==> src/rtl/shp_pkg.sv <==
// Shared constants and types for the sensor host pin interface.
package shp_pkg;

    // ------------------------------------------------------------
    // Clock and timing
    // ------------------------------------------------------------
    localparam int CLK_PERIOD_NS = 40;
    // Quarter bit time of the master serial port, a least time.
    localparam int MS_QUARTER_NS = 2500;
    localparam int MS_TICK_CYC = (MS_QUARTER_NS + CLK_PERIOD_NS - 1) / CLK_PERIOD_NS;
    // Core cycles per half period of the pixel strobe clock.
    localparam int PIX_HALF_CYC = 2;

    // ------------------------------------------------------------
    // Slave serial port addresses (8-bit form, write direction)
    // ------------------------------------------------------------
    localparam logic [7:0] SL_ADDR_LOW = 8'h78;
    localparam logic [7:0] SL_ADDR_HIGH = 8'h7a;
    localparam logic [3:0] SL_BITS = 4'h8;

    // ------------------------------------------------------------
    // Command byte layout
    // ------------------------------------------------------------
    localparam int CMD_SWITCH_BIT = 7;
    localparam int CMD_CTX_BIT = 6;
    localparam int CFG_RETAIN_BIT = 4;
    localparam int CFG_BYPASS_BIT = 3;
    localparam int CFG_SERIAL_BIT = 2;
    localparam int CFG_AUX_BIT = 1;
    localparam int CFG_RAW10_BIT = 0;

    // ------------------------------------------------------------
    // Master serial frame
    // ------------------------------------------------------------
    localparam logic [4:0] MS_LAST_BIT = 5'h11;
    localparam logic [4:0] MS_ACK_POS0 = 5'h08;
    localparam logic [4:0] MS_ACK_POS1 = 5'h11;

    // ------------------------------------------------------------
    // Types
    // ------------------------------------------------------------
    typedef struct packed {
        logic frame;
        logic line;
        logic [9:0] data;
    } shp_pix_word_type;

    typedef struct packed {
        logic pll_bypass;
        logic serial_path;
        logic aux_lsb;
        logic raw10;
    } shp_ctx_type;

    localparam shp_ctx_type CTX_RESET = 4'h0;

    typedef enum logic [2:0] {SL_IDLE, SL_ADDR, SL_AACK, SL_DATA, SL_DACK} shp_sl_state_type;
    typedef enum logic [1:0] {MS_IDLE, MS_START, MS_BITS, MS_STOP} shp_ms_state_type;

endpackage : shp_pkg

==> src/rtl/shp_pin_if.sv <==
// Pin-level host interface: power pins, serial ports and parallel pixel bus.
//
// Contract
// - The slave serial port answers at 0x78 with address select low and 0x7A with it high.
// - A high standby pin puts the device in standby and a low level means normal running.
// - A low master reset pin resets the device, and a floating pin must not hold it in reset.
// - The shutdown pin puts the device in full shutdown with its internal supplies off.
// - Standby turns off the core rail unless it is set to retain a small part of the setup.
// - The bus carries 8-bit data, or the top eight of ten raw bits with the low two on aux pins.
// - The device drives a pixel clock on which the receiver samples data and both qualifiers.
// - The line qualifier is high only for pixels in the active part of a line.
// - The frame qualifier is high through the rows of the active image and low outside them.
// - Only one output path, serial or parallel, is active at a time, chosen by the host.
// - Two contexts are held and the host switches between them with a serial command.
// - The clock multiplier can be bypassed and is then powered down.
// - The host drives the slave serial clock and the data line runs both ways.
// - The device is master on a second two-wire port, driving its clock toward peripherals.
`timescale 1ns/1ps
module shp_pin_if (
    // Clock and reset
    input wire logic clock,
    input wire logic rst_n,
    // Power and mode pins
    input wire logic standby_pin,
    input wire logic reset_pin_n,
    input wire logic shutdown_pin,
    input wire logic addr_select_pin,
    // Slave serial port
    input wire logic host_scl_pin,
    input wire logic host_sda_in,
    output logic host_sda_out,
    output logic host_sda_oe_n,
    // Master serial port
    output logic periph_scl_out,
    output logic periph_scl_oe_n,
    input wire logic periph_sda_in,
    output logic periph_sda_out,
    output logic periph_sda_oe_n,
    // Master write request
    input wire logic m_req,
    input wire logic [6:0] m_addr,
    input wire logic [7:0] m_data,
    output logic m_busy,
    output logic m_done,
    output logic m_nack,
    // Pixel stream from the pipeline
    input wire logic pix_valid,
    output logic pix_ready,
    input wire shp_pkg::shp_pix_word_type pix_word,
    // Parallel bus
    output logic pixel_strobe_clk,
    output logic [7:0] pix_dout,
    output logic line_valid,
    output logic frame_valid,
    output logic [7:0] aux_io_pins_out,
    output logic [7:0] aux_io_pins_oe_n,
    // Power and mode controls
    output logic core_rail_en,
    output logic supply_en,
    output logic pll_power_en,
    output logic pll_bypass,
    output logic serial_path_en,
    output logic active_ctx
);
    import shp_pkg::*;

    // ------------------------------------------------------------
    // State
    // ------------------------------------------------------------
    typedef struct packed {
        logic rst_s1, rst_s2, stb_s1, stb_s2, shd_s1, shd_s2, sel_s1, sel_s2;
        logic scl_s1, scl_s2, scl_d, sda_s1, sda_s2, sda_d, msda_s1, msda_s2;
        shp_sl_state_type sl_st;
        logic [3:0] sl_cnt;
        logic [7:0] sl_shift;
        logic sl_ack;
        shp_ctx_type [1:0] ctx;
        logic act;
        logic retain;
        logic [1:0] pix_div;
        logic pclk;
        logic [7:0] dout;
        logic [1:0] aux;
        logic lv, fv;
        shp_ms_state_type m_st;
        logic [6:0] m_tick;
        logic [1:0] m_ph;
        logic [4:0] m_bit;
        logic [17:0] m_frame;
        logic m_scl_low, m_sda_low, m_nack, m_done;
    } shp_state_type;

    shp_state_type st;
    shp_state_type next_st;
    shp_ctx_type cur;
    shp_pix_word_type buf_word;
    logic buf_valid;
    logic buf_pop;
    logic run;
    logic par_en;
    logic pix_tick;
    logic pix_fall;
    logic m_step;
    logic sl_start, sl_stop, sl_rise, sl_fall;

    // Device address picked by the address select level.
    function automatic logic [6:0] dev_addr(input logic sel);
        dev_addr = sel ? SL_ADDR_HIGH[7:1] : SL_ADDR_LOW[7:1];
    endfunction : dev_addr

    // ------------------------------------------------------------
    // Power, mode and edge terms
    // ------------------------------------------------------------
    // reset pin gate
    // The pad carries a pull-up, so a floating reset pin reads high and runs.
    assign run = st.rst_s2 && !st.stb_s2 && !st.shd_s2;
    assign cur = st.ctx[st.act];
    assign par_en = run && !cur.serial_path;
    assign serial_path_en = run && cur.serial_path;
    assign supply_en = !st.shd_s2;
    assign core_rail_en = !st.shd_s2 && !(st.stb_s2 && !st.retain);
    assign pll_bypass = cur.pll_bypass;
    assign pll_power_en = run && !cur.pll_bypass;
    assign active_ctx = st.act;
    assign pix_tick = st.pix_div == 2'(PIX_HALF_CYC - 1);
    assign pix_fall = pix_tick && st.pclk;
    assign buf_pop = par_en && pix_fall;
    assign m_step = st.m_tick == 7'(MS_TICK_CYC - 1);
    assign sl_rise = st.scl_s2 && !st.scl_d;
    assign sl_fall = !st.scl_s2 && st.scl_d;
    assign sl_start = st.scl_s2 && st.scl_d && st.sda_d && !st.sda_s2;
    assign sl_stop = st.scl_s2 && st.scl_d && !st.sda_d && st.sda_s2;

    // ------------------------------------------------------------
    // Pin drivers
    // ------------------------------------------------------------
    // Open-drain pins only ever pull low, the enable carries the data.
    assign host_sda_out = 1'b0;
    assign host_sda_oe_n = !st.sl_ack;
    assign periph_scl_out = 1'b0;
    assign periph_scl_oe_n = !st.m_scl_low;
    assign periph_sda_out = 1'b0;
    assign periph_sda_oe_n = !st.m_sda_low;
    assign m_busy = st.m_st != MS_IDLE;
    assign m_done = st.m_done;
    assign m_nack = st.m_nack;
    assign pixel_strobe_clk = st.pclk;
    assign pix_dout = st.dout;
    assign line_valid = st.lv;
    assign frame_valid = st.fv;
    assign aux_io_pins_out = {6'h00, st.aux};
    assign aux_io_pins_oe_n = {6'h3f, ~{2{par_en && cur.raw10 && cur.aux_lsb}}};

    // Two words of slack so a stalled bus never drops a pipeline word.
    shp_pix_buf #(.WIDTH($bits(shp_pix_word_type)), .DEPTH(2)) u_buf (
        .clock(clock),
        .rst_n(rst_n),
        .in_valid(pix_valid),
        .in_ready(pix_ready),
        .in_data(pix_word),
        .out_valid(buf_valid),
        .out_ready(buf_pop),
        .out_data(buf_word)
    );

    // ------------------------------------------------------------
    // Next state
    // ------------------------------------------------------------
    always_comb begin
        next_st = st;
        // Every pin from outside passes two flops before use.
        next_st.rst_s1 = reset_pin_n;
        next_st.rst_s2 = st.rst_s1;
        next_st.stb_s1 = standby_pin;
        next_st.stb_s2 = st.stb_s1;
        next_st.shd_s1 = shutdown_pin;
        next_st.shd_s2 = st.shd_s1;
        next_st.sel_s1 = addr_select_pin;
        next_st.sel_s2 = st.sel_s1;
        next_st.scl_s1 = host_scl_pin;
        next_st.scl_s2 = st.scl_s1;
        next_st.scl_d = st.scl_s2;
        next_st.sda_s1 = host_sda_in;
        next_st.sda_s2 = st.sda_s1;
        next_st.sda_d = st.sda_s2;
        next_st.msda_s1 = periph_sda_in;
        next_st.msda_s2 = st.msda_s1;
        next_st.m_done = 1'b0;

        // Slave serial port: write-only command receiver.
        if (sl_start) begin
            next_st.sl_st = SL_ADDR;
            next_st.sl_cnt = '0;
            next_st.sl_ack = 1'b0;
        end else if (sl_stop) begin
            next_st.sl_st = SL_IDLE;
            next_st.sl_ack = 1'b0;
        end else begin
            unique case (st.sl_st)
                SL_IDLE: begin
                end
                SL_ADDR, SL_DATA: begin
                    if (sl_rise && st.sl_cnt != SL_BITS) begin
                        next_st.sl_shift = {st.sl_shift[6:0], st.sda_s2};
                        next_st.sl_cnt = st.sl_cnt + 1'b1;
                    end else if (sl_fall && st.sl_cnt == SL_BITS) begin
                        if (st.sl_st == SL_DATA) begin
                            next_st.sl_ack = 1'b1;
                            next_st.sl_st = SL_DACK;
                            if (st.sl_shift[CMD_SWITCH_BIT]) begin
                                next_st.act = st.sl_shift[0];
                            end else begin
                                next_st.ctx[st.sl_shift[CMD_CTX_BIT]] = '{
                                    pll_bypass: st.sl_shift[CFG_BYPASS_BIT],
                                    serial_path: st.sl_shift[CFG_SERIAL_BIT],
                                    aux_lsb: st.sl_shift[CFG_AUX_BIT],
                                    raw10: st.sl_shift[CFG_RAW10_BIT]};
                                next_st.retain = st.sl_shift[CFG_RETAIN_BIT];
                            end
                        end else if (st.sl_shift[7:1] == dev_addr(st.sel_s2)
                                     && !st.sl_shift[0]) begin
                            next_st.sl_ack = 1'b1;
                            next_st.sl_st = SL_AACK;
                        end else begin
                            next_st.sl_st = SL_IDLE;
                        end
                    end
                end
                SL_AACK, SL_DACK: begin
                    if (sl_fall) begin
                        next_st.sl_ack = 1'b0;
                        next_st.sl_st = SL_DATA;
                        next_st.sl_cnt = '0;
                    end
                end
                // Three state bits leave unused codes; fall back to idle on any of them.
                default: begin
                    next_st.sl_st = SL_IDLE;
                end
            endcase
        end

        // pixel clock and falling-edge update
        // Updating on the falling edge leaves a half period of setup at the receiver.
        if (par_en) begin
            next_st.pix_div = pix_tick ? 2'h0 : st.pix_div + 1'b1;
            if (pix_tick) begin
                next_st.pclk = !st.pclk;
            end
            if (pix_fall) begin
                if (buf_valid) begin
                    next_st.dout = cur.raw10 ? buf_word.data[9:2] : buf_word.data[7:0];
                    next_st.aux = cur.raw10 ? buf_word.data[1:0] : 2'h0;
                    next_st.fv = buf_word.frame;
                    next_st.lv = buf_word.line && buf_word.frame;
                end else begin
                    next_st.lv = 1'b0;
                end
            end
        end else begin
            next_st.pix_div = '0;
            next_st.pclk = 1'b0;
            next_st.dout = '0;
            next_st.aux = '0;
            next_st.lv = 1'b0;
            next_st.fv = 1'b0;
        end

        // master serial write engine
        // No clock stretching: a peripheral that holds the clock low is not waited for.
        next_st.m_tick = (m_step || st.m_st == MS_IDLE) ? 7'h00 : st.m_tick + 1'b1;
        if (m_step) begin
            next_st.m_ph = st.m_ph + 1'b1;
        end
        unique case (st.m_st)
            MS_IDLE: begin
                next_st.m_ph = '0;
                if (m_req && run) begin
                    next_st.m_frame = {m_addr, 1'b0, 1'b1, m_data, 1'b1};
                    next_st.m_st = MS_START;
                    next_st.m_nack = 1'b0;
                end
            end
            MS_START: begin
                if (m_step && st.m_ph == 2'h0) begin
                    next_st.m_sda_low = 1'b1;
                end else if (m_step && st.m_ph == 2'h1) begin
                    next_st.m_scl_low = 1'b1;
                    next_st.m_st = MS_BITS;
                    next_st.m_ph = '0;
                    next_st.m_bit = '0;
                end
            end
            MS_BITS: begin
                if (m_step) begin
                    unique case (st.m_ph)
                        2'h0: next_st.m_sda_low = !st.m_frame[17];
                        2'h1: next_st.m_scl_low = 1'b0;
                        2'h2: begin
                            if ((st.m_bit == MS_ACK_POS0 || st.m_bit == MS_ACK_POS1)
                                && st.msda_s2) begin
                                next_st.m_nack = 1'b1;
                            end
                        end
                        2'h3: begin
                            next_st.m_scl_low = 1'b1;
                            next_st.m_frame = {st.m_frame[16:0], 1'b0};
                            next_st.m_bit = st.m_bit + 1'b1;
                            if (st.m_bit == MS_LAST_BIT) begin
                                next_st.m_st = MS_STOP;
                            end
                        end
                    endcase
                end
            end
            MS_STOP: begin
                if (m_step && st.m_ph == 2'h0) begin
                    next_st.m_sda_low = 1'b1;
                end else if (m_step && st.m_ph == 2'h1) begin
                    next_st.m_scl_low = 1'b0;
                end else if (m_step && st.m_ph == 2'h2) begin
                    next_st.m_sda_low = 1'b0;
                    next_st.m_st = MS_IDLE;
                    next_st.m_done = 1'b1;
                end
            end
        endcase

        if (!run) begin
            next_st.sl_st = SL_IDLE;
            next_st.sl_ack = 1'b0;
            next_st.m_st = MS_IDLE;
            next_st.m_scl_low = 1'b0;
            next_st.m_sda_low = 1'b0;
            if (!st.rst_s2 || st.shd_s2 || !st.retain) begin
                next_st.ctx = {CTX_RESET, CTX_RESET};
                next_st.act = 1'b0;
                next_st.retain = 1'b0;
            end
        end
    end

    // State register; serial-wire synchronisers reset high, the reset, standby, shutdown and select synchronisers low.
    always_ff @(posedge clock or negedge rst_n) begin
        if (!rst_n) begin
            st <= '0;
            // Serial wires idle high, so their flops do too and no false edge follows reset.
            st.scl_s1 <= 1'b1;
            st.scl_s2 <= 1'b1;
            st.scl_d <= 1'b1;
            st.sda_s1 <= 1'b1;
            st.sda_s2 <= 1'b1;
            st.sda_d <= 1'b1;
            st.msda_s1 <= 1'b1;
            st.msda_s2 <= 1'b1;
        end else begin
            st <= next_st;
        end
    end
endmodule : shp_pin_if

==> src/rtl/shp_pix_buf.sv <==
// Small pixel word buffer with valid and ready on both sides.
`timescale 1ns/1ps
module shp_pix_buf #(
    parameter int WIDTH = 12,
    parameter int DEPTH = 2
) (
    // Clock and reset
    input wire logic clock,
    input wire logic rst_n,
    // Filling side
    input wire logic in_valid,
    output logic in_ready,
    input wire logic [WIDTH-1:0] in_data,
    // Draining side
    output logic out_valid,
    input wire logic out_ready,
    output logic [WIDTH-1:0] out_data
);
    localparam int AW = (DEPTH > 1) ? $clog2(DEPTH) : 1;

    typedef struct packed {
        logic [DEPTH-1:0][WIDTH-1:0] mem;
        logic [AW-1:0] wp;
        logic [AW-1:0] rp;
        logic [AW:0] cnt;
    } shp_buf_state_type;

    shp_buf_state_type st;
    shp_buf_state_type next_st;
    logic push;
    logic pop;

    // Full and empty come straight from the occupancy count.
    assign in_ready = st.cnt != (AW + 1)'(DEPTH);
    assign out_valid = st.cnt != '0;
    assign out_data = st.mem[st.rp];
    assign push = in_valid && in_ready;
    assign pop = out_valid && out_ready;

    // Pointers wrap at the depth, so any depth works, not only powers of two.
    always_comb begin
        next_st = st;
        if (push) begin
            next_st.mem[st.wp] = in_data;
            next_st.wp = (st.wp == AW'(DEPTH - 1)) ? '0 : st.wp + 1'b1;
        end
        if (pop) begin
            next_st.rp = (st.rp == AW'(DEPTH - 1)) ? '0 : st.rp + 1'b1;
        end
        if (push && !pop) begin
            next_st.cnt = st.cnt + 1'b1;
        end else if (pop && !push) begin
            next_st.cnt = st.cnt - 1'b1;
        end
    end

    // State register.
    always_ff @(posedge clock or negedge rst_n) begin
        if (!rst_n) begin
            st <= '0;
        end else begin
            st <= next_st;
        end
    end

endmodule : shp_pix_buf

==> config.mk <==
export PLATFORM = sky130hd
export DESIGN_NAME = shp_pin_if
export DESIGN_NICKNAME = d
export VERILOG_FILES = /design/src/rtl/shp_pkg.sv /design/src/rtl/shp_pin_if.sv /design/src/rtl/shp_pix_buf.sv
export SDC_FILE = /design/constraint.sdc
export NUM_CORES = 1
export LEC_CHECK = 0
export BUFFER_PORTS_ARGS = -buffer_cell sky130_fd_sc_hd__buf_2
export CAP_MARGIN = 0
export CORE_UTILIZATION = 40
export DETAILED_ROUTE_END_ITERATION = 16
export SYNTH_ARGS = -nofsm -noshare
export SYNTH_HDL_FRONTEND = slang
export SYNTH_SLANG_ARGS = --single-unit
==> constraint.sdc <==
create_clock -name clock -period 3.4 [get_ports clock]
set_input_delay 0.85 -clock clock [delete_from_list [all_inputs] [get_ports clock]]
set_output_delay 0.85 -clock clock [all_outputs]
set_load 0.005 [all_outputs]
==> impl_summary.md, run 1 <==
Synth
Sequential cells were found to cover 51.8% of the synthesized design area. The synthesized design devotes to its leading area cell type 48.2% of total area. Dividing the synthesized area by the synthesized cell count gives 10.6 um2. Counting every instance in the synthesized netlist gives 565. The primary flip-flop cell chosen by synthesis mapping is dfrtp_1. The number of synthesized register bits is 123. The synthesized design contains 0 enable-type register cells.

During synthesis, Yosys emitted a total of 0 warnings. The async set or reset register ratio after synthesis is 100%. Summed over all instances, the cell type with the most area after synthesis is dfrtp_1. In this run, distinct cell masters in the synthesized netlist total 55. Sorting the synthesized cells by area gives the leading types as dfrtp_1, mux2i_1, mux2_2. The post-synthesis instance area is 5970 um2.

Drt
The number of antenna-violating nets in the routed design is 0. The via density per instance is 5.05. The number of search-and-repair iterations in the first detailed-routing pass is 4.

The DRC violation count after routing is 0. Detailed routing inserted a total of 4,121 vias. The sum of routed wire length over all layers is 11,700 um. The detailed router finished its first iteration with 279 violations.

The wire length per cell is 14.4 um.

Setup path
Of all nets on the critical path, the largest fanout is 15. The kind of critical path is register to output pin. The data arrival time of the critical path is 2.19 ns. Traced cell by cell, the critical path runs through mux2i_1 > nand2_1 > or3_1 > buf_2.

The launching element of the worst setup path is active_ctx. Across all register-to-register paths, the minimum setup slack is 0.88 ns. The worst setup path is launched from a register. The master of the slowest instance on the critical path is or3_1. STA puts the critical path data required time at 2.55 ns.

The largest single stage delay on the critical path is 0.51 ns. The kind of end point of the critical path is an output pin. The source of the worst register-to-register timing path is st[29].

Job
The count of max-cap constraint violations is 0.

Min path
The source of the worst hold timing path is next_st[93]. The min-delay analysis places its worst path in the category register to register.

Final layout
The area growth from synthesis to final layout is 15.7%. The finished layout holds 816 standard cells, fillers aside. The fill cell total of the finished layout is 1,346. The final design instance area without fill is 6910 um2.

The most common cell after layout, fill and taps aside is dfrtp_1. The number of antenna repair diodes is 0. The final layout contains 674 nets.

The top cell types in the final layout, fill and taps aside, are dfrtp_1, nand2_1, buf_2. In the final layout, the share of cells above drive strength 1 is 23.1%.

Placed design
After detailed placement, the design holds a cell count of 784. Buffers placed on the I/O ports in this run total 65. At the end of routability-driven placement, the weighted congestion stood at 0.868. The standard cell area after detailed placement is 6340 um2. The worst setup slack after placement is 0.754 ns. The sum of net half-perimeters after detailed placement is 8170 um.

Floorplanning
The die outline width is 124 um. The floorplan die height is 124 um. The number of placement rows is 44. The die covers 15,400 um2. The region available for standard cell placement spans 14,500 um2. The starting density of the core is 41.1%. The number of top-level pins is 81.

Outcome
The flow ran to the end, and the final reports show no timing, DRC or antenna violations.

STA
Setup repair after global routing left no endpoint under its margin. Setup violations remaining at the end of the flow were counted as 0. The hold violation total from the final report is 0. The timing-limited maximum frequency is 0.329 GHz. The smallest clock period supported by the final layout is computed as 3.04 ns. At the pin with the least slew margin, the transition time is 1.20 ns. The setup clock skew after layout is 0.00594 ns. After layout, the worst path uses 89.3% of the clock period. For the final routed database, the setup TNS stands at 0 ns. The max-slew violation count is 0. The worst slew margin relative to its limit is 20.2%. The worst-case setup margin in the final layout is 0.363 ns.

Global routing
The via count of the first global-routing pass is 3,966. The wire length of the first global-routing pass is 19,200 um. The number of antenna violations at the first check in global routing is 0. The maximum number of pins on one net before global-route repair is 76. Global routing consumed, over all layers together, 16.6% of the routing resources. The remaining global-route overflow is 0.

Pwr
The power density over cell area is 597 nW/um2. Across the VDD grid, the largest voltage drop is 345 uV. The completed layout was analyzed and its total power is 4.12 mW. The leakage power total is 3.02 nW.

Clocking
After clock tree synthesis, the clock-pin slew on the worst setup and hold paths is 0.05 ns. The later pin in the worst-skew pair is clocked with a latency of 0.41 ns. Buffers added to address setup during post-CTS repair amount to 0. The maximum buffer depth of the clock tree is 2. The number of buffers inserted during clock tree synthesis is 17.

In this run, post-CTS hold repair placed 0 buffers. The clock net in this run drives a total of 123 sinks. The cell chosen for the clock root is clkbuf_16.

TritonCTS built the clock tree. The number of H-tree branching levels is 4. In this run, post-CTS repair resized a total of 0 instances.
critical path: cells and delay by family (launching register included):
kind	cells	cell delay, ns
AND/OR/NAND/NOR	2	0.84
buffers and inverters	1	0.15
multiplexers	1	0.31
flip-flops	1	0.48
cells in the mapped netlist (all sizes together), types with 4 or more instances:
library cell  count
xor2              7
a22oi             4
mux4              6
nor2             56
nand3b            4
nand3            16
mux2i            32
nor2b             8
dfrtp           115
a21oi            41
clkbuf           18
inv              21
xnor2             7
buf              30
a221oi            4
ha               17
nand2            70
nor3              8
dfstp             8
mux2             26
a211oi            6
o21ai            21
nand2b            5
power breakdown:
part           total [mW]  internal [mW]  switching [mW]  leakage (nW)
Sequential           1.84           1.70           0.147          1.56
Combinational       0.550          0.314           0.236          1.18
Clock                1.73           1.11           0.615         0.274
area by class of cell:
class / instances / area, um2 / area share, %
tap: 184 / 230 / 3.33
multi-input combinational: 386 / 2560 / 37.1
clock buffer: 24 / 472 / 6.83
sequential: 123 / 3090 / 44.7
inverter: 21 / 78.8 / 1.14
timing repair buffer: 70 / 378 / 5.47
clock inverter: 8 / 95.1 / 1.38
state kept, by name, indices dropped and copies added, names as in the netlist:
register / flops
frame_valid: 1
pixel_strobe_clk: 1
next_st: 9
line_valid: 1
pix_dout: 8
u_buf.st: 28
aux_io_pins_out: 2
st: 70
m_done: 1
m_nack: 1
active_ctx: 1
metrics by stage:
stage,hold slack [ns],util [%]
floorplan,0.331,-
global placement,0.337,43.6
detailed placement,0.336,43.6
CTS,0.348,47.5
global route,0.353,47.5
finish,0.345,47.5
per-layer routing:
| metal | wire (um) | share of wire, % | track usage (%) | vias up |
|---|---|---|---|---|
| met2 | 5450 | 46 | 25.1 | 91 |
| met1 | 5570 | 47 | 21.3 | 1993 |
| met4 | 251 | 2.1 | 8.11 | 0 |
| li1 | - | - | - | 2018 |
| met3 | 467 | 4.0 | 5.27 | 19 |
| met5 | 0 | 0 | 0 | - |
final timing paths:
kind,endpoint,cells after the start
max in group asynchronous,u_buf.st[10],2
hold reg to reg,st[93],0
min in group asynchronous,st[33],1
setup reg to reg,st[13],7
hold / removal,st[93],0
setup / recovery,aux_io_pins_oe_n[0],4
cell families after synthesis:
logic type,after synthesis,share of synthesized area (%)
simple gates,185,14.6
flops,123,51.8
compound gates,91,9.25
buf+inv,69,6.16
mux,64,12.5
fa+ha+maj,17,3.56
xor+xnor,14,2.05
other cells,2,0.126
No activity file was read; power rests on OpenSTA's default activity.
==> run 2: changes to the inputs <==
- ABC_CLOCK_PERIOD_IN_PS: unset -> 3400
- BUFFER_PORTS_ARGS: -buffer_cell sky130_fd_sc_hd__buf_2 -> -buffer_cell sky130_fd_sc_hd__clkbuf_2
==> impl_summary.md, run 2 (synthesized netlist as in run 1, its figures left out) <==
Min path
The min-delay analysis places its worst path in the category register to register.

Setup path
In this run the worst path has a maximum fanout of 15. STA classifies the critical path startpoint as a register. The maximum single-stage delay on the critical path is 0.52 ns. In this design, the largest share of critical-path delay is due to simple AND/OR/NAND/NOR gates. Walking the worst path, the cells encountered are mux2i_1 > nand2_1 > or3_1 > clkbuf_2. The total buffers and inverters traversed by the critical path is 1. Data arrives at the worst endpoint at 2.18 ns. The master of the slowest instance on the critical path is or3_1. The endpoint required time on the critical path is 2.55 ns. The critical path is of the register to output pin type.

STA classifies the critical path endpoint as an output pin.

Drt
For this block, wires on met1 add up to 5660 um. Dividing the detail-routed wire length by the instance count gives 14.5 um. The top routing layer in use is met4. Across all layers, the routed design uses 4,084 vias.

Once detail routing completed, the nets flagged for antenna violations numbered 0. The total length of routed met2 wires is 5530 um. The met3 wire length is 503 um. Using the TritonRoute via totals, the vias-per-cell ratio works out to 5.00. After detailed routing, the number of remaining DRC violations is 0. The sum of routed wire length over all layers is 11,900 um. The first TritonRoute pass finished after 4 iterations. After the first detailed-routing iteration, the DRC count stood at 227.

Final layout
The number of nets in the layout is 674. The ratio of cells with drive above 1 in the final layout is 23.6%. The most common cell after layout, fill and taps aside is dfrtp_1. The number of flip-flops under the largest register name is 70. 0 antenna diodes ended up in the layout.

The area growth from synthesis to final layout is 17.1%. Counting flops per register, the top entry is st. Leaving out fill and tap cells, the most frequent cells in the layout are dfrtp_1, nand2_1, clkbuf_2.

STA
The timing-limited maximum frequency is 0.330 GHz. The worst pin sits at a relative slew slack of 21.1%. The max-slew violation count is 0. Setup repair after global routing left no endpoint under its margin. The clock period minus worst slack is 3.03 ns.

In the post-route analysis, the smallest setup slack over all paths is 0.369 ns. The setup clock skew after layout is 0.0103 ns. The number of setup violations in the final report is 0. Adding up every negative setup slack in the final design gives 0 ns.

For the pin with the worst max-slew slack, the measured transition is 1.18 ns. The period utilization is 89.1%. The hold violation total from the final report is 0.

Global routing
The wire length of the first global-routing pass is 19,400 um. The via count of the first global-routing pass is 4,016. The number of antenna violations at the first check in global routing is 0. The global-route usage over all layers is 16.7%. Entering global routing, the biggest net connects 76 pins. Global routing finished with a remaining overflow of 0.

Job
The tool flagged a number of max-cap violations equal to 0.

Floorplanning
The die covers 15,400 um2. The number of placement rows is 44. The starting density of the core is 41.1%. The floorplan die height is 124 um. For this design the top-level I/O count stands at 81.

The area of the core region is 14,500 um2. Measured along the x axis, the die boundary spans 124 um.

Pwr
In this run the static leakage power is 3.05 nW. Power spread over the standard cell area amounts to 626 nW/um2. The maximum ir drop on the vdd rail is 356 uV.

Clocking
The maximum buffer depth of the clock tree is 2. The TritonCTS clock tree is yes. The total setup buffers inserted after CTS is 0. For the worst-skew pair, the clock arrives at the later sink with an insertion delay of 0.41 ns. The number of buffers inserted during clock tree synthesis is 17. The clock net sink count is 123.

Clock tree synthesis selected as its root buffer the cell clkbuf_16. The number of H-tree branching levels is 4. Hold repair after CTS inserted 0 buffers. The clock input transition at the sequential cells of the worst setup and hold paths is 0.06 ns. The number of resized instances in the post-cts repair step is 0.

Placed design
The sum of net half-perimeters after detailed placement is 8320 um. The count of input and output buffers is 65. Prior to clock tree synthesis, the placed netlist has a worst setup slack of 0.773 ns. The global placement routability congestion is 0.895.

Outcome
The flow ran to the end, and the final reports show no timing, DRC or antenna violations.
run 2: path summary, 6_finish.rpt:
kind | depth (start not counted) | startpoint | end | slack, ns
worst max-delay path | 4 | active_ctx | aux_io_pins_oe_n[1] | 0.37
worst min-delay path | 0 | next_st[87] | st[87] | 0.35
worst max register to register | 7 | st[36] | st[13] | 0.94
worst min register to register | 0 | next_st[87] | st[87] | 0.35
max in group asynchronous | 2 | rst_n | u_buf.st[24] | 2.12
min in group asynchronous | 1 | rst_n | st[34] | 0.47
run 2: where the power goes:
part           internal, mW  switching, mW
registers              1.69          0.146
logic                 0.314          0.240
clock network          1.31          0.673
total                  3.32           1.06
run 2: worst register-to-register path: cells and delay by family, from the launching register on:
kind | cells | cell delay, ns
simple gates | 1 | 0.16
compound gates | 4 | 1.37
flops | 1 | 0.41
buf+inv | 1 | 0.14
fa+ha+maj | 1 | 0.30
run 2: layout make-up:
cell class | count | area [um2]
Fill cell | 1341 | 7550
Inverter | 21 | 78.8
Multi-Input combinational cell | 386 | 2560
Sequential cell | 123 | 3090
Timing Repair Buffer | 70 | 378
Clock buffer | 19 | 433
Tap cell | 184 | 230
Clock inverter | 13 | 215
run 2: metal layers:
layer | GRT usage, % | vias to the layer above
met1 | 22.1 | 1972
met3 | 4.67 | 14
met2 | 25.9 | 79
met4 | 6.25 | 0
met5 | 0 | -
li1 | - | 2019
run 2: stage by stage:
step | instance area, um2 | power (mW) | cells | hold WS (ns) | utilization [%]
2_1_floorplan | 6020 | 2.25 | 578 | 0.331 | -
3_3_place_gp | 6340 | 2.39 | 784 | 0.336 | 43.6
3_5_place_dp | 6340 | 2.43 | 784 | 0.335 | 43.6
4_1_cts | 6990 | 4.43 | 816 | 0.348 | 48.1
5_1_grt | 6990 | 4.59 | 816 | 0.354 | 48.1
6_report | 6990 | 4.38 | 816 | 0.346 | 48.1
==> run 3: changes to the inputs <==
- CTS_BUF_LIST: unset -> sky130_fd_sc_hd__clkbuf_2
- GPL_TIMING_DRIVEN: unset -> 0
==> impl_summary.md, run 3 (synthesized netlist as in run 1, its figures left out) <==
Global routing
Global routing consumed, over all layers together, 17.2% of the routing resources. For this run the aggregate overflow at the end of global routing stands at 0. Entering global routing, the biggest net connects 92 pins. The first global-routing pass estimated 20,100 um of wire.

The number of antenna violations at the first check in global routing is 1. The via count of the first global-routing pass came to 4,190.

Final layout
Compared with the post-synthesis result, the final layout area differs by 15.5%. The most common cell after layout, fill and taps aside is dfrtp_1. The register with the most flip-flops in the layout has 70 of them. The top cell types in the final layout, fill and taps aside, are dfrtp_1, clkbuf_2, nand2_1. The count of placed standard cells in the final layout, fillers left out is 865. In the final design database the tool counted 722 nets. The sequential cell area is 3090 um2.

Counting the fill cells in the layout gives 1,382. The final design utilization is 47.4%. The area of the multi-input gates is 2570 um2. Of the cells placed in the final design, the portion with a size suffix greater than 1 is 26.6%. The register name with the most flops is st.

Pwr
The maximum ir drop on the vdd rail is 312 uV. Overall power consumption after layout is estimated at 3.32 mW. Dividing total power by cell area gives a power density of 482 nW/um2. For this design the static power due to leakage is 3.07 nW.

Floorplanning
The area of the core region is 14,500 um2. The die covers 15,400 um2. The number of placement rows is 44.

The die outline width is 124 um. The floorplan die height is 124 um. The starting density of the core is 41.1%. 81 I/O pins were placed.

STA
The clock period could shrink to 3.20 ns. The worst path meets setup with 0.204 ns of slack. The timing-limited maximum frequency is 0.313 GHz.

The worst slew margin relative to its limit is 40.7%. After layout, the worst path uses 94.0% of the clock period. For the pin with the worst max-slew slack, the measured transition is 0.889 ns. Setup repair after global routing left no endpoint under its margin. The hold violation total from the final report is 0. Across the routed clock network, the largest skew measured is 0.0356 ns. The number of setup violations in the final report is 0. The max-slew violation count is 0. The sum of negative setup slack is 0 ns.

Clocking
After clock tree synthesis, the clock-pin slew on the worst setup and hold paths is 0.18 ns. Clock tree synthesis found a total of 123 sinks. The maximum buffer depth of the clock tree is 2. The clock tree synthesis step divided the H-tree into 4 levels. The clock reaches the later pin of the worst-skew pair after 0.68 ns. The cell chosen for the clock root is clkbuf_2. The TritonCTS clock tree is yes.

The number of buffers inserted during clock tree synthesis is 17.

Drt
The DRC violation count after routing is 0. The sum of routed wire length over all layers is 12,300 um. The count of vias placed by the detailed router is 4,308. Dividing the detail-routed wire length by the instance count gives 14.2 um. The starting DRC count in detailed routing is 302.

Dividing the detail-routed via count by the number of cells gives 4.98. In this run the remaining antenna-violating nets after routing total 0. The number of search-and-repair iterations in the first detailed-routing pass is 4.

Setup path
The critical path goes through mux2i_2 > nand2_1 > or3_1 > buf_4 > clkbuf_2. The family with the most delay on the worst path is simple AND/OR/NAND/NOR gates. On the worst path, the slowest cell contributes a delay of 0.48 ns. The data arrival time of the critical path is 2.35 ns. For the worst setup path, the data required time is 2.55 ns. The critical path in this run is classified as register to output pin.

The worst setup path is launched from a register. Among all stages on the critical path, the largest delay is contributed by dfrtp_2. The total buffers and inverters traversed by the critical path is 2. Along the worst path, the maximum fanout reaches 6. STA classifies the critical path endpoint as an output pin. In this run the critical register-to-register path is launched from st[72].

In this run the worst setup path begins at active_ctx.

Min path
The worst min-delay path category is primary input to register. The source of the worst hold timing path is host_scl_pin.

Outcome
The run finished with clean final reports.

Placed design
The sum of net half-perimeters after detailed placement is 8850 um. The number of placed cells counting well taps is 828. OpenSTA, run right after detailed placement, puts the worst setup slack at 0.380 ns. Buffers placed on the I/O ports in this run total 65. At the end of routability-driven placement, the weighted congestion stood at 0.865.

Job
The tool flagged a number of max-cap violations equal to 0.
## run 3: cell count changes in the layout (fill, tap and decap cells not counted), sizes merged
cell         previous run  this run
inv                    24        26
diode                   0         1
buf                     6        35
dlygate4sd3             0         1
clkbuf                 83        99
clkinvlp                1         2
clkinv                  4         6
bufinv                  5         2
## run 3: routing by layer
metal	vias up	wire length, um	track usage, %
met5	-	0	0
met4	0	121	6.77
met3	10	443	4.49
met2	88	5940	27.0
met1	2092	5800	22.7
li1	2118	-	-
## run 3: worst reg2reg max path, stage by stage, from the launching register on
cell and delay, ns:
dfrtp_1 0.45, inv_1 0.07, ha_1 0.19, and3b_1 0.18, buf_6 0.13, nor4b_4 0.58
a221oi_2 0.15, or4b_1 0.50, nand3_1 0.09
## run 3: what timing repair did
item	in CTS	in global routing
setup endpoints to repair	2	1
buffers inserted	1	3
pin swaps	1	0
resized for setup	4	1
endpoints found under the hold margin	23	0
hold buffers	1	0
## run 3: area by class of cell
| cell class | count | share of cell area (%) |
|---|---|---|
| repair buffers | 71 | 5.83 |
| clock inverters | 15 | 2.11 |
| clock buffers | 17 | 1.23 |
| inverters | 21 | 1.14 |
| diodes | 1 | 0.0363 |
| multi-input cells | 386 | 37.3 |
| plain buffers | 47 | 4.16 |
| flip-flops and latches | 123 | 44.8 |
| well taps | 184 | 3.34 |
## run 3: worst paths after layout
kind,cells past startpoint,to,slack [ns]
hold reg to reg,0,next_st[84],0.37
min in group asynchronous,2,st[16],0.62
max in group asynchronous,3,active_ctx,2.01
setup reg to reg,8,st[75],1.04
setup / recovery,5,aux_io_pins_oe_n[1],0.20
hold / removal,1,next_st[85],0.25
## run 3: report_power, final
part	leakage (nW)	switching [mW]	internal [mW]
clock network	0.138	0.575	0.337
registers	1.56	0.145	1.69
logic	1.37	0.248	0.327
## run 3: stage by stage
step	hold slack, ns	instance area (um2)
4_1_cts	0.147	6860
3_3_place_gp	0.333	6570
2_1_floorplan	0.331	6020
3_5_place_dp	0.335	6610
5_1_grt	0.108	6890
6_report	0.245	6890
